File: src/include/supervisor_pkg.sv
// ****************************************************************
// Shared constants and types of the supply and reset supervisor
// ****************************************************************
package supervisor_pkg;

  // ****************************************************************
  // Register map (byte addresses on the AXI4-Lite port)
  // ****************************************************************
  localparam int ADDR_W = 4;                                 // Address bits decoded
  localparam logic [ADDR_W-1:0] OFS_CTRL_STATUS = 4'h0;      // Supply integrity ctrl/status
  localparam logic [ADDR_W-1:0] OFS_IRQ_STATUS = 4'h4;       // Sticky event bits
  localparam logic [ADDR_W-1:0] OFS_IRQ_MASK = 4'h8;         // Event mask

  // ****************************************************************
  // Field positions of the ctrl/status register
  // ****************************************************************
  localparam int BIT_IRQ_ENABLE = 0;                         // Supply-warning irq enable
  localparam int BIT_WARN_FLAG = 1;                          // Supply-warning flag
  localparam int BIT_UV_FLAG = 2;                            // Undervoltage cause flag
  localparam int BIT_PLL_LOCK = 3;                           // PLL lock flag
  localparam int BIT_WDG_FLAG = 4;                           // Watchdog cause flag

  // ****************************************************************
  // Field positions of the event status and mask registers
  // ****************************************************************
  localparam int EVT_WDG = 0;                                // Watchdog reset happened
  localparam int EVT_UV = 1;                                 // Undervoltage reset happened
  localparam int EVT_WARN = 2;                               // Supply-warning flag rose
  localparam int EVT_N = 3;                                  // Number of events

  // ****************************************************************
  // Reset values
  // ****************************************************************
  localparam logic [EVT_N-1:0] RST_IRQ_MASK = 3'h0;          // All events masked
  localparam logic RST_IRQ_ENABLE = 1'b0;                    // Warning interrupt off

  // ****************************************************************
  // Timing
  // ****************************************************************
  localparam int CLK_PERIOD_NS = 50;                         // 20 MHz CPU clock
  localparam int WDG_PULSE_MIN_NS = 30000;                   // Least watchdog pulse on pin
  localparam int WDG_PULSE_CYC =
    (WDG_PULSE_MIN_NS + CLK_PERIOD_NS - 1) / CLK_PERIOD_NS;  // Rounded up
  localparam int DELAY_SHORT_CYC = 256;                      // Post-reset delay, RC/ext clk
  localparam int DELAY_LONG_CYC = 4096;                      // Post-reset delay, crystal
  localparam int CNT_W = 13;                                 // Counter width

  // ****************************************************************
  // Enumerations
  // ****************************************************************
  typedef enum logic [1:0] {
    LEVEL_LOW,
    LEVEL_MEDIUM,
    LEVEL_HIGH
  } threshold_level_t;

  typedef enum logic [2:0] {
    SEQ_IDLE,          // Line released, no reset in progress
    SEQ_WDG_PULSE,     // Watchdog pulse on the line
    SEQ_UV_HOLD,       // Undervoltage holds the line
    SEQ_EXT_HOLD,      // Another party holds the line
    SEQ_DELAY          // Post-reset delay, line held
  } seq_state_t;

  // ****************************************************************
  // AXI4-Lite carriers
  // ****************************************************************
  typedef struct packed {
    logic awvalid;
    logic [ADDR_W-1:0] awaddr;
    logic wvalid;
    logic [31:0] wdata;
    logic [3:0] wstrb;
    logic bready;
    logic arvalid;
    logic [ADDR_W-1:0] araddr;
    logic rready;
  } axil_req_t;

  typedef struct packed {
    logic awready;
    logic wready;
    logic bvalid;
    logic [1:0] bresp;
    logic arready;
    logic rvalid;
    logic [31:0] rdata;
    logic [1:0] rresp;
  } axil_rsp_t;

  localparam logic [1:0] RESP_OKAY = 2'h0;                   // Mapped access
  localparam logic [1:0] RESP_SLVERR = 2'h2;                 // Unmapped access

endpackage : supervisor_pkg

File: src/hdl/reset_supply_supervisor.sv
// Functional notes
// - Watchdog underflow drives line low, minimum pulse
// - Undervoltage reset keeps shared line low
// - All sources act; line low during delay
// - Watchdog flag bit4; write-zero or undervoltage clears
// - PLL lock bit3 follows hardware only
// - Undervoltage flag bit2; set by reset, read clears
// - External/watchdog reset keep undervoltage flag
// - Two cause flags identify watchdog reset
// - Warning flag bit1 follows comparator, read-only
// - Enabled rising warning flag raises interrupt request
// - Request forwarded only when CPU unmasked
// - Enable bit0 writable; service entry clears pending
// - Warning detector works only with undervoltage enabled
// - Wait mode unaffected; warning wakes from wait
// - Halt freezes register; warning never wakes halt
// - Threshold level selectable; warning derived from it
`timescale 1ns/1ps
module reset_supply_supervisor #(
  parameter int WDG_PULSE_CYCLES = supervisor_pkg::WDG_PULSE_CYC,
  parameter int DELAY_SHORT = supervisor_pkg::DELAY_SHORT_CYC,
  parameter int DELAY_LONG = supervisor_pkg::DELAY_LONG_CYC
) (
  // Clock and reset
  input wire logic clk,
  input wire logic rst_b,
  // AXI4-Lite register port
  input wire supervisor_pkg::axil_req_t bus_req,
  output supervisor_pkg::axil_rsp_t bus_rsp,
  // Configuration options
  input wire logic uv_detector_enable,
  input wire supervisor_pkg::threshold_level_t uv_level,
  input wire logic crystal_clock_source,
  // Reset sources and analog status
  input wire logic wdg_underflow,
  input wire logic uv_comparator,
  input wire logic warn_comparator_async,
  input wire logic pll_locked,
  // Open-drain reset line
  input wire logic reset_line_in,
  output logic reset_line_out,
  output logic reset_line_oe,
  output logic core_reset,
  // Threshold selection to the analog side
  output supervisor_pkg::threshold_level_t uv_threshold_sel,
  output supervisor_pkg::threshold_level_t warn_threshold_sel,
  // CPU interrupt interface
  input wire logic cpu_irq_masked,
  input wire logic warn_isr_enter,
  input wire logic wait_mode,
  input wire logic halt_mode,
  output logic warn_irq_req,
  output logic wait_wakeup,
  // Event interrupt
  output logic irq
);

  // ****************************************************************
  // State
  // ****************************************************************
  typedef struct packed {
    supervisor_pkg::seq_state_t seq;                         // Reset line sequencer
    logic [supervisor_pkg::CNT_W-1:0] count;                 // Pulse and delay counter
    logic wdg_flag;                                          // Watchdog cause
    logic uv_flag;                                           // Undervoltage cause
    logic pll_lock;                                          // Captured lock status
    logic irq_enable;                                        // Warning irq enable
    logic warn_sync1;                                        // First synchroniser stage
    logic warn_sync2;                                        // Second synchroniser stage
    logic warn_flag;                                         // Visible warning flag
    logic warn_pend;                                         // Pending warning request
    logic [supervisor_pkg::EVT_N-1:0] evt_status;            // Sticky events
    logic [supervisor_pkg::EVT_N-1:0] evt_mask;              // Event mask
    logic bvalid;                                            // Write response pending
    logic [1:0] bresp;                                       // Write response code
    logic rvalid;                                            // Read data pending
    logic [31:0] rdata;                                      // Read data
    logic [1:0] rresp;                                       // Read response code
  } state_t;

  state_t s;       // Registered state
  state_t next_s;  // Next state

  // Counter loads, cut to the counter width on purpose
  localparam logic [supervisor_pkg::CNT_W-1:0] WDG_LOAD =
    supervisor_pkg::CNT_W'(WDG_PULSE_CYCLES - 1);
  localparam logic [supervisor_pkg::CNT_W-1:0] SHORT_LOAD =
    supervisor_pkg::CNT_W'(DELAY_SHORT - 1);
  localparam logic [supervisor_pkg::CNT_W-1:0] LONG_LOAD =
    supervisor_pkg::CNT_W'(DELAY_LONG - 1);

  // ****************************************************************
  // Combinational helpers
  // ****************************************************************
  logic wr_go;                                               // Write address and data taken
  logic rd_go;                                               // Read address taken
  logic [7:0] csr_view;                                      // Ctrl/status read value
  logic [supervisor_pkg::CNT_W-1:0] delay_load;              // Delay chosen by clock source

  // Both write channels are taken together; this keeps one decode path
  assign wr_go = bus_req.awvalid & bus_req.wvalid & ~s.bvalid;
  assign rd_go = bus_req.arvalid & ~s.rvalid;
  assign delay_load = crystal_clock_source ? LONG_LOAD : SHORT_LOAD;

  // Cause flags at bits 4 and 2 together tell a watchdog reset apart
  assign csr_view = {3'h0, s.wdg_flag, s.pll_lock, s.uv_flag, s.warn_flag, s.irq_enable};

  // ****************************************************************
  // Next-state logic
  // ****************************************************************
  always_comb begin
    next_s = s;

    // Clear on read comes first, so that an event of this cycle survives it
    if (rd_go && bus_req.araddr == supervisor_pkg::OFS_IRQ_STATUS) begin
      next_s.evt_status = '0;
    end

    // Synchroniser; only the second stage is read below
    next_s.warn_sync1 = warn_comparator_async;
    next_s.warn_sync2 = s.warn_sync1;

    // Reset line sequencer; undervoltage has the highest priority
    if (uv_detector_enable && uv_comparator && s.seq != supervisor_pkg::SEQ_UV_HOLD) begin
      next_s.seq = supervisor_pkg::SEQ_UV_HOLD;
      next_s.uv_flag = 1'b1;
      next_s.wdg_flag = 1'b0;
      next_s.evt_status[supervisor_pkg::EVT_UV] = 1'b1;
    end else begin
      unique case (s.seq)
        supervisor_pkg::SEQ_IDLE: begin
          if (wdg_underflow) begin
            // Watchdog leaves the undervoltage flag alone
            next_s.seq = supervisor_pkg::SEQ_WDG_PULSE;
            next_s.count = WDG_LOAD;
            next_s.wdg_flag = 1'b1;
            next_s.evt_status[supervisor_pkg::EVT_WDG] = 1'b1;
          end else if (!reset_line_in) begin
            // Line pulled by someone else; no cause flag changes
            next_s.seq = supervisor_pkg::SEQ_EXT_HOLD;
          end
        end
        supervisor_pkg::SEQ_WDG_PULSE: begin
          if (s.count == '0) begin
            next_s.seq = supervisor_pkg::SEQ_DELAY;
            next_s.count = delay_load;
          end else begin
            next_s.count = s.count - 1'b1;
          end
        end
        supervisor_pkg::SEQ_UV_HOLD: begin
          // Stays while the supply is low
          if (!(uv_detector_enable && uv_comparator)) begin
            next_s.seq = supervisor_pkg::SEQ_DELAY;
            next_s.count = delay_load;
          end
        end
        supervisor_pkg::SEQ_EXT_HOLD: begin
          if (reset_line_in) begin
            next_s.seq = supervisor_pkg::SEQ_DELAY;
            next_s.count = delay_load;
          end
        end
        supervisor_pkg::SEQ_DELAY: begin
          if (s.count == '0) begin
            next_s.seq = supervisor_pkg::SEQ_IDLE;
          end else begin
            next_s.count = s.count - 1'b1;
          end
        end
      endcase
    end

    // Register contents frozen in halt; detector keeps sampling
    if (!halt_mode) begin
      next_s.pll_lock = pll_locked;
      // Warning flag only exists with the undervoltage detector on
      next_s.warn_flag = uv_detector_enable & s.warn_sync2;
      if (uv_detector_enable && s.warn_sync2 && !s.warn_flag) begin
        next_s.evt_status[supervisor_pkg::EVT_WARN] = 1'b1;
      end
    end

    // Pending warning request; a new rise wins over service entry
    if (warn_isr_enter) begin
      next_s.warn_pend = 1'b0;
    end
    if (!halt_mode && uv_detector_enable && s.irq_enable && s.warn_sync2 && !s.warn_flag) begin
      next_s.warn_pend = 1'b1;
    end

    // Write response handshake
    if (s.bvalid && bus_req.bready) begin
      next_s.bvalid = 1'b0;
    end
    if (wr_go) begin
      next_s.bvalid = 1'b1;
      next_s.bresp = supervisor_pkg::RESP_OKAY;
      unique case (bus_req.awaddr)
        supervisor_pkg::OFS_CTRL_STATUS: begin
          // Halt ignores software writes; bits 7:5 are ignored anyway
          if (bus_req.wstrb[0] && !halt_mode) begin
            next_s.irq_enable = bus_req.wdata[supervisor_pkg::BIT_IRQ_ENABLE];
            // Write zero clears, unless the sequencer changes state this cycle
            if (!bus_req.wdata[supervisor_pkg::BIT_WDG_FLAG] &&
                next_s.seq == s.seq) begin
              next_s.wdg_flag = 1'b0;
            end
          end
        end
        supervisor_pkg::OFS_IRQ_STATUS: begin
          // Read-only; write accepted and dropped
        end
        supervisor_pkg::OFS_IRQ_MASK: begin
          if (bus_req.wstrb[0]) begin
            next_s.evt_mask = bus_req.wdata[supervisor_pkg::EVT_N-1:0];
          end
        end
        default: begin
          next_s.bresp = supervisor_pkg::RESP_SLVERR;
        end
      endcase
    end

    // Read data handshake
    if (s.rvalid && bus_req.rready) begin
      next_s.rvalid = 1'b0;
    end
    if (rd_go) begin
      next_s.rvalid = 1'b1;
      next_s.rresp = supervisor_pkg::RESP_OKAY;
      next_s.rdata = 32'h0;
      unique case (bus_req.araddr)
        supervisor_pkg::OFS_CTRL_STATUS: begin
          next_s.rdata = {24'h0, csr_view};
          // Read clears the cause, unless a new one lands this cycle
          if (!halt_mode && !(next_s.seq == supervisor_pkg::SEQ_UV_HOLD &&
              s.seq != supervisor_pkg::SEQ_UV_HOLD)) begin
            next_s.uv_flag = 1'b0;
          end
        end
        supervisor_pkg::OFS_IRQ_STATUS: begin
          next_s.rdata = {29'h0, s.evt_status};
          // Cleared at the top, before this cycle's events are merged in
        end
        supervisor_pkg::OFS_IRQ_MASK: begin
          next_s.rdata = {29'h0, s.evt_mask};
        end
        default: begin
          next_s.rresp = supervisor_pkg::RESP_SLVERR;
        end
      endcase
    end
  end

  // ****************************************************************
  // State register
  // ****************************************************************
  always_ff @(posedge clk) begin
    if (!rst_b) begin
      s <= '0;
      s.seq <= supervisor_pkg::SEQ_IDLE;
      s.irq_enable <= supervisor_pkg::RST_IRQ_ENABLE;
      s.evt_mask <= supervisor_pkg::RST_IRQ_MASK;
    end else begin
      s <= next_s;
    end
  end

  // ****************************************************************
  // Outputs
  // ****************************************************************
  // Open-drain line: only ever pulled low, enable marks the drive
  assign reset_line_out = 1'b0;
  assign reset_line_oe = (s.seq == supervisor_pkg::SEQ_WDG_PULSE) |
                         (s.seq == supervisor_pkg::SEQ_UV_HOLD) |
                         (s.seq == supervisor_pkg::SEQ_DELAY);
  assign core_reset = (s.seq != supervisor_pkg::SEQ_IDLE);

  // Warning threshold tracks the undervoltage level
  assign uv_threshold_sel = uv_level;
  assign warn_threshold_sel = uv_level;

  // CPU request only while interrupts are unmasked
  assign warn_irq_req = s.warn_pend & ~cpu_irq_masked;
  // Wake from wait only; halt is never left by a warning
  assign wait_wakeup = s.warn_pend & wait_mode & ~halt_mode;

  // Event interrupt: level while any unmasked sticky bit is set
  assign irq = |(s.evt_status & s.evt_mask);

  // Bus answers; ready terms are combinational
  assign bus_rsp.awready = wr_go;
  assign bus_rsp.wready = wr_go;
  assign bus_rsp.bvalid = s.bvalid;
  assign bus_rsp.bresp = s.bresp;
  assign bus_rsp.arready = rd_go;
  assign bus_rsp.rvalid = s.rvalid;
  assign bus_rsp.rdata = s.rdata;
  assign bus_rsp.rresp = s.rresp;

endmodule : reset_supply_supervisor

File: config.mk
export PLATFORM = sky130hd
export DESIGN_NAME = reset_supply_supervisor
export DESIGN_NICKNAME = d
export VERILOG_FILES = /design/src/include/supervisor_pkg.sv /design/src/hdl/reset_supply_supervisor.sv
export SDC_FILE = /design/constraint.sdc
export NUM_CORES = 1
export LEC_CHECK = 0
export ABC_AREA = 1
export BUFFER_PORTS_ARGS = -buffer_cell sky130_fd_sc_hd__buf_4
export CAP_MARGIN = 20
export CELL_PAD_IN_SITES_DETAIL_PLACEMENT = 0
export CELL_PAD_IN_SITES_GLOBAL_PLACEMENT = 1
export CORE_MARGIN = 2
export CORE_UTILIZATION = 32
export CTS_BUF_LIST = sky130_fd_sc_hd__clkbuf_8
export DETAILED_ROUTE_END_ITERATION = 8
export PLACE_DENSITY = 0.91
export REMOVE_ABC_BUFFERS = 1
export SYNTH_ARGS = -nofsm -noshare
export SYNTH_HDL_FRONTEND = slang
export SYNTH_SLANG_ARGS = --single-unit
File: constraint.sdc
create_clock -name clk -period 1.8 [get_ports clk]
set_input_delay 0.27 -clock clk [delete_from_list [all_inputs] [get_ports clk]]
set_output_delay 0.27 -clock clk [all_outputs]
set_load 0.05 [all_outputs]
==> out/metrics.csv <==
metric,value,unit
CTS Root Cell,clkbuf_8,
CTS tree,done,
worst min path class,in -> reg,
cell taking the most area after synthesis,dfxtp_1,
"Top cell by count, worst path",nand2_2,
Pleak,1.44,nW
Nets,497,
Slew headroom,66.7,%
outcome,finished clean,
period utilization,92.9,%
largest net degree at the start of global routing,29,
r2r setup slk,160,ps
Critical Path Stages,6,
Post-synth EDFFs,0,
hold path endpoint,next_s[46],
Synth cell types,32,
Starting Density,32.9,%
Worst Min Path Start,warn_comparator_async,
Die Span Y,93.1,microns
type of the worst setup path,reg -> out,
GRT Util Overall,13.5,%
Worst Max-Slew Pin Slew,499,ps
ys async rst share,0,%
Site Rows,32,
total CTS buffers,5,
max-slew violations,0,
top_reg_cell synth,dfxtp_1,
1st-pass router iterations,4,
clock skew,6.18,ps
wire per inst,10.6,microns
Seq cells post-synth,39,
R2R Path Start,s[52],
core area,7730,sq um
syn_area_per_cell,6.49,sq um
CP top delay family,simple AND/OR/NAND/NOR gates,
CP bufs+invs,2,
CTS sink cnt,39,
"antenna viol nets, final",0,
"Max stage delay cell, worst path",dfxtp_2,
arrival time of the worst setup path,1400,ps
antenna diode count,0,
final setup margin,128,ps
"top cells by area, synth","dfxtp_1 31%, nand2_1 16%, buf_4 14%",
Vias/cell,4.45,
P per Cell Area,1090,nW/um^2
maxcap violations,0,
vias in the first global route,2156,
first-pass GRT wire length,9510,microns
final number of hold-violating endpoints,0,
WP data required,1530,ps
post-route cell area,2920,sq um
die width,93.1,microns
CP Launch Type,flip-flop,
total power,3.17,mW
final setup vio count,0,
FILL cells,845,
worst path cell trace,"nor2_1, nand2_2, nand2_2, inv_2, nand2_1, buf_4",
RSZ-0062 raised after global routing,no,
initial antenna violation count,0,
Tmin final,1670,ps
H-tree depth,2,
fraction of layout cells with a size suffix above 1,21.7,%
most frequent cell after synthesis,nand2_1,
Die Area,8670,sq um
Initial DRC Count,97,
hold buffer count at cts,0,
PortBufs,47,
via count,2381,
Worst path max stage delay,360,ps
YS warnings,0,
maximum vdd drop,0.582,mV
GPL Wtd Cong,0.841,
pre-CTS WS,179,ps
Remaining DRCs,0,
Syn-to-layout area delta,14.7,%
total gr overflow,0,
worst-path fanout max,7,
Post-DP HPWL,4450,microns
I/O Pins,115,
clk_lat worst skew,300,ps
post-synthesis sequential area ratio,30.7,%
reg2reg path depth,9,
Setup TNS,0,ps
Hold Path Cell Cnt,3,
clock slew seen by the registers of the worst setup and hold paths,70,ps
reg-to-reg endpoint,s[55],
drt total wl,5650,microns
cells after synthesis,392,
Setup crit end kind,output port,
post-synthesis cell area,2540,sq um
Max Freq,0.598,GHz
most instantiated cells after synthesis,"107 x nand2_1, 46 x buf_4, 43 x nor2_1",
top-area cell type share of the netlist area,30.7,%
Bufs on Longest Clock Path,2,
Placement Cell Area,2820,sq um
## final cells by class
class,count,area (sq um),area share (%)
sequential,39,785,26.9
tap,102,128,4.38
timing repair buffer,55,413,14.2
inverter,38,145,4.98
clock buffer,5,68.8,2.36
clock inverter,3,16.3,0.558
multi-input combinational,293,1360,46.7
## state kept, by name (all words and copies together), names as in the netlist
name,cells
bus_rsp,9
next_s,1
csr_view,5
s,24
## worst register-to-register path, cell delays in order, from the launching register on
cell and delay [ps]:
dfxtp_1 360, inv_1 70, ha_1 230, nand2_2 130, nor2_4 60, nand3_1 100, nand2_2 130, nor2_2 210
o21ai_0 120, a21oi_1 150
## power breakdown
part	leakage, nW	internal, mW	switching, mW
clock network	0.0453	0.265	0.317
registers	0.320	0.961	0.101
logic	1.07	0.512	1.01
## metal layers
metal  track usage, %  up-vias  wire (microns)
met5                0        -               0
met4             4.04        0              44
met3             3.30        4             255
met2             22.9       58            2760
met1             16.8     1062            2590
li1                 -     1257               -
## timing repair
item,CTS,global route
gates resized for setup,2,5
pin swaps,0,2
buffers inserted,0,0
endpoints found under the setup margin,1,2
hold endpoints to repair,0,0
## metrics by stage
step / util (%) / hold slack (ps) / std cells
final: 37.7 / 153 / 535
after global routing: 37.7 / 156 / 535
after CTS: 37.6 / 143 / 535
after detailed placement: 36.5 / 407 / 527
after global placement: 36.5 / 405 / 527
after floorplan: - / 363 / 370
## kinds of logic (layout without fill, tap and decap cells)
logic type	Yosys count	in the layout	synth area share [%]
other	1	30	0.147
AO/OA/AOI/OAI	51	51	10.6
flip-flops	39	39	30.7
adder cells (fa/ha/maj)	1	1	0.492
AND/OR/NAND/NOR	205	205	35.7
buffers and inverters	89	101	20.3
XOR/XNOR	6	6	2.07
## how the worst max path moves through the flow
| stage | from | endpoint | slack, ps |
|---|---|---|---|
| floorplan | bus_rsp[38] | s[38] | -1010 |
| global placement | s[65] | csr_view[4] | 190 |
| detailed placement | s[52] | csr_view[4] | 180 |
| CTS | s[67] | reset_line_oe | 10 |
| global route | s[52] | s[57] | 20 |
| finish | s[65] | reset_line_oe | 130 |
## placed cells by master (no fill, tap or decap), types with 5 or more instances in the layout
cell | Yosys | layout
nand2_1 | 107 | 105
buf_4 | 46 | 55
nor2_1 | 43 | 43
dfxtp_1 | 39 | 36
inv_1 | 32 | 32
a21oi_1 | 32 | 32
conb_1 | 1 | 30
nand3_1 | 19 | 19
o21ai_0 | 13 | 13
nor2_2 | 8 | 8
nor3_1 | 8 | 8
inv_2 | 6 | 6
nand2_2 | 4 | 6
xor2_1 | 5 | 5
clkbuf_8 | 0 | 5
Power figures use the tool's default switching activity.
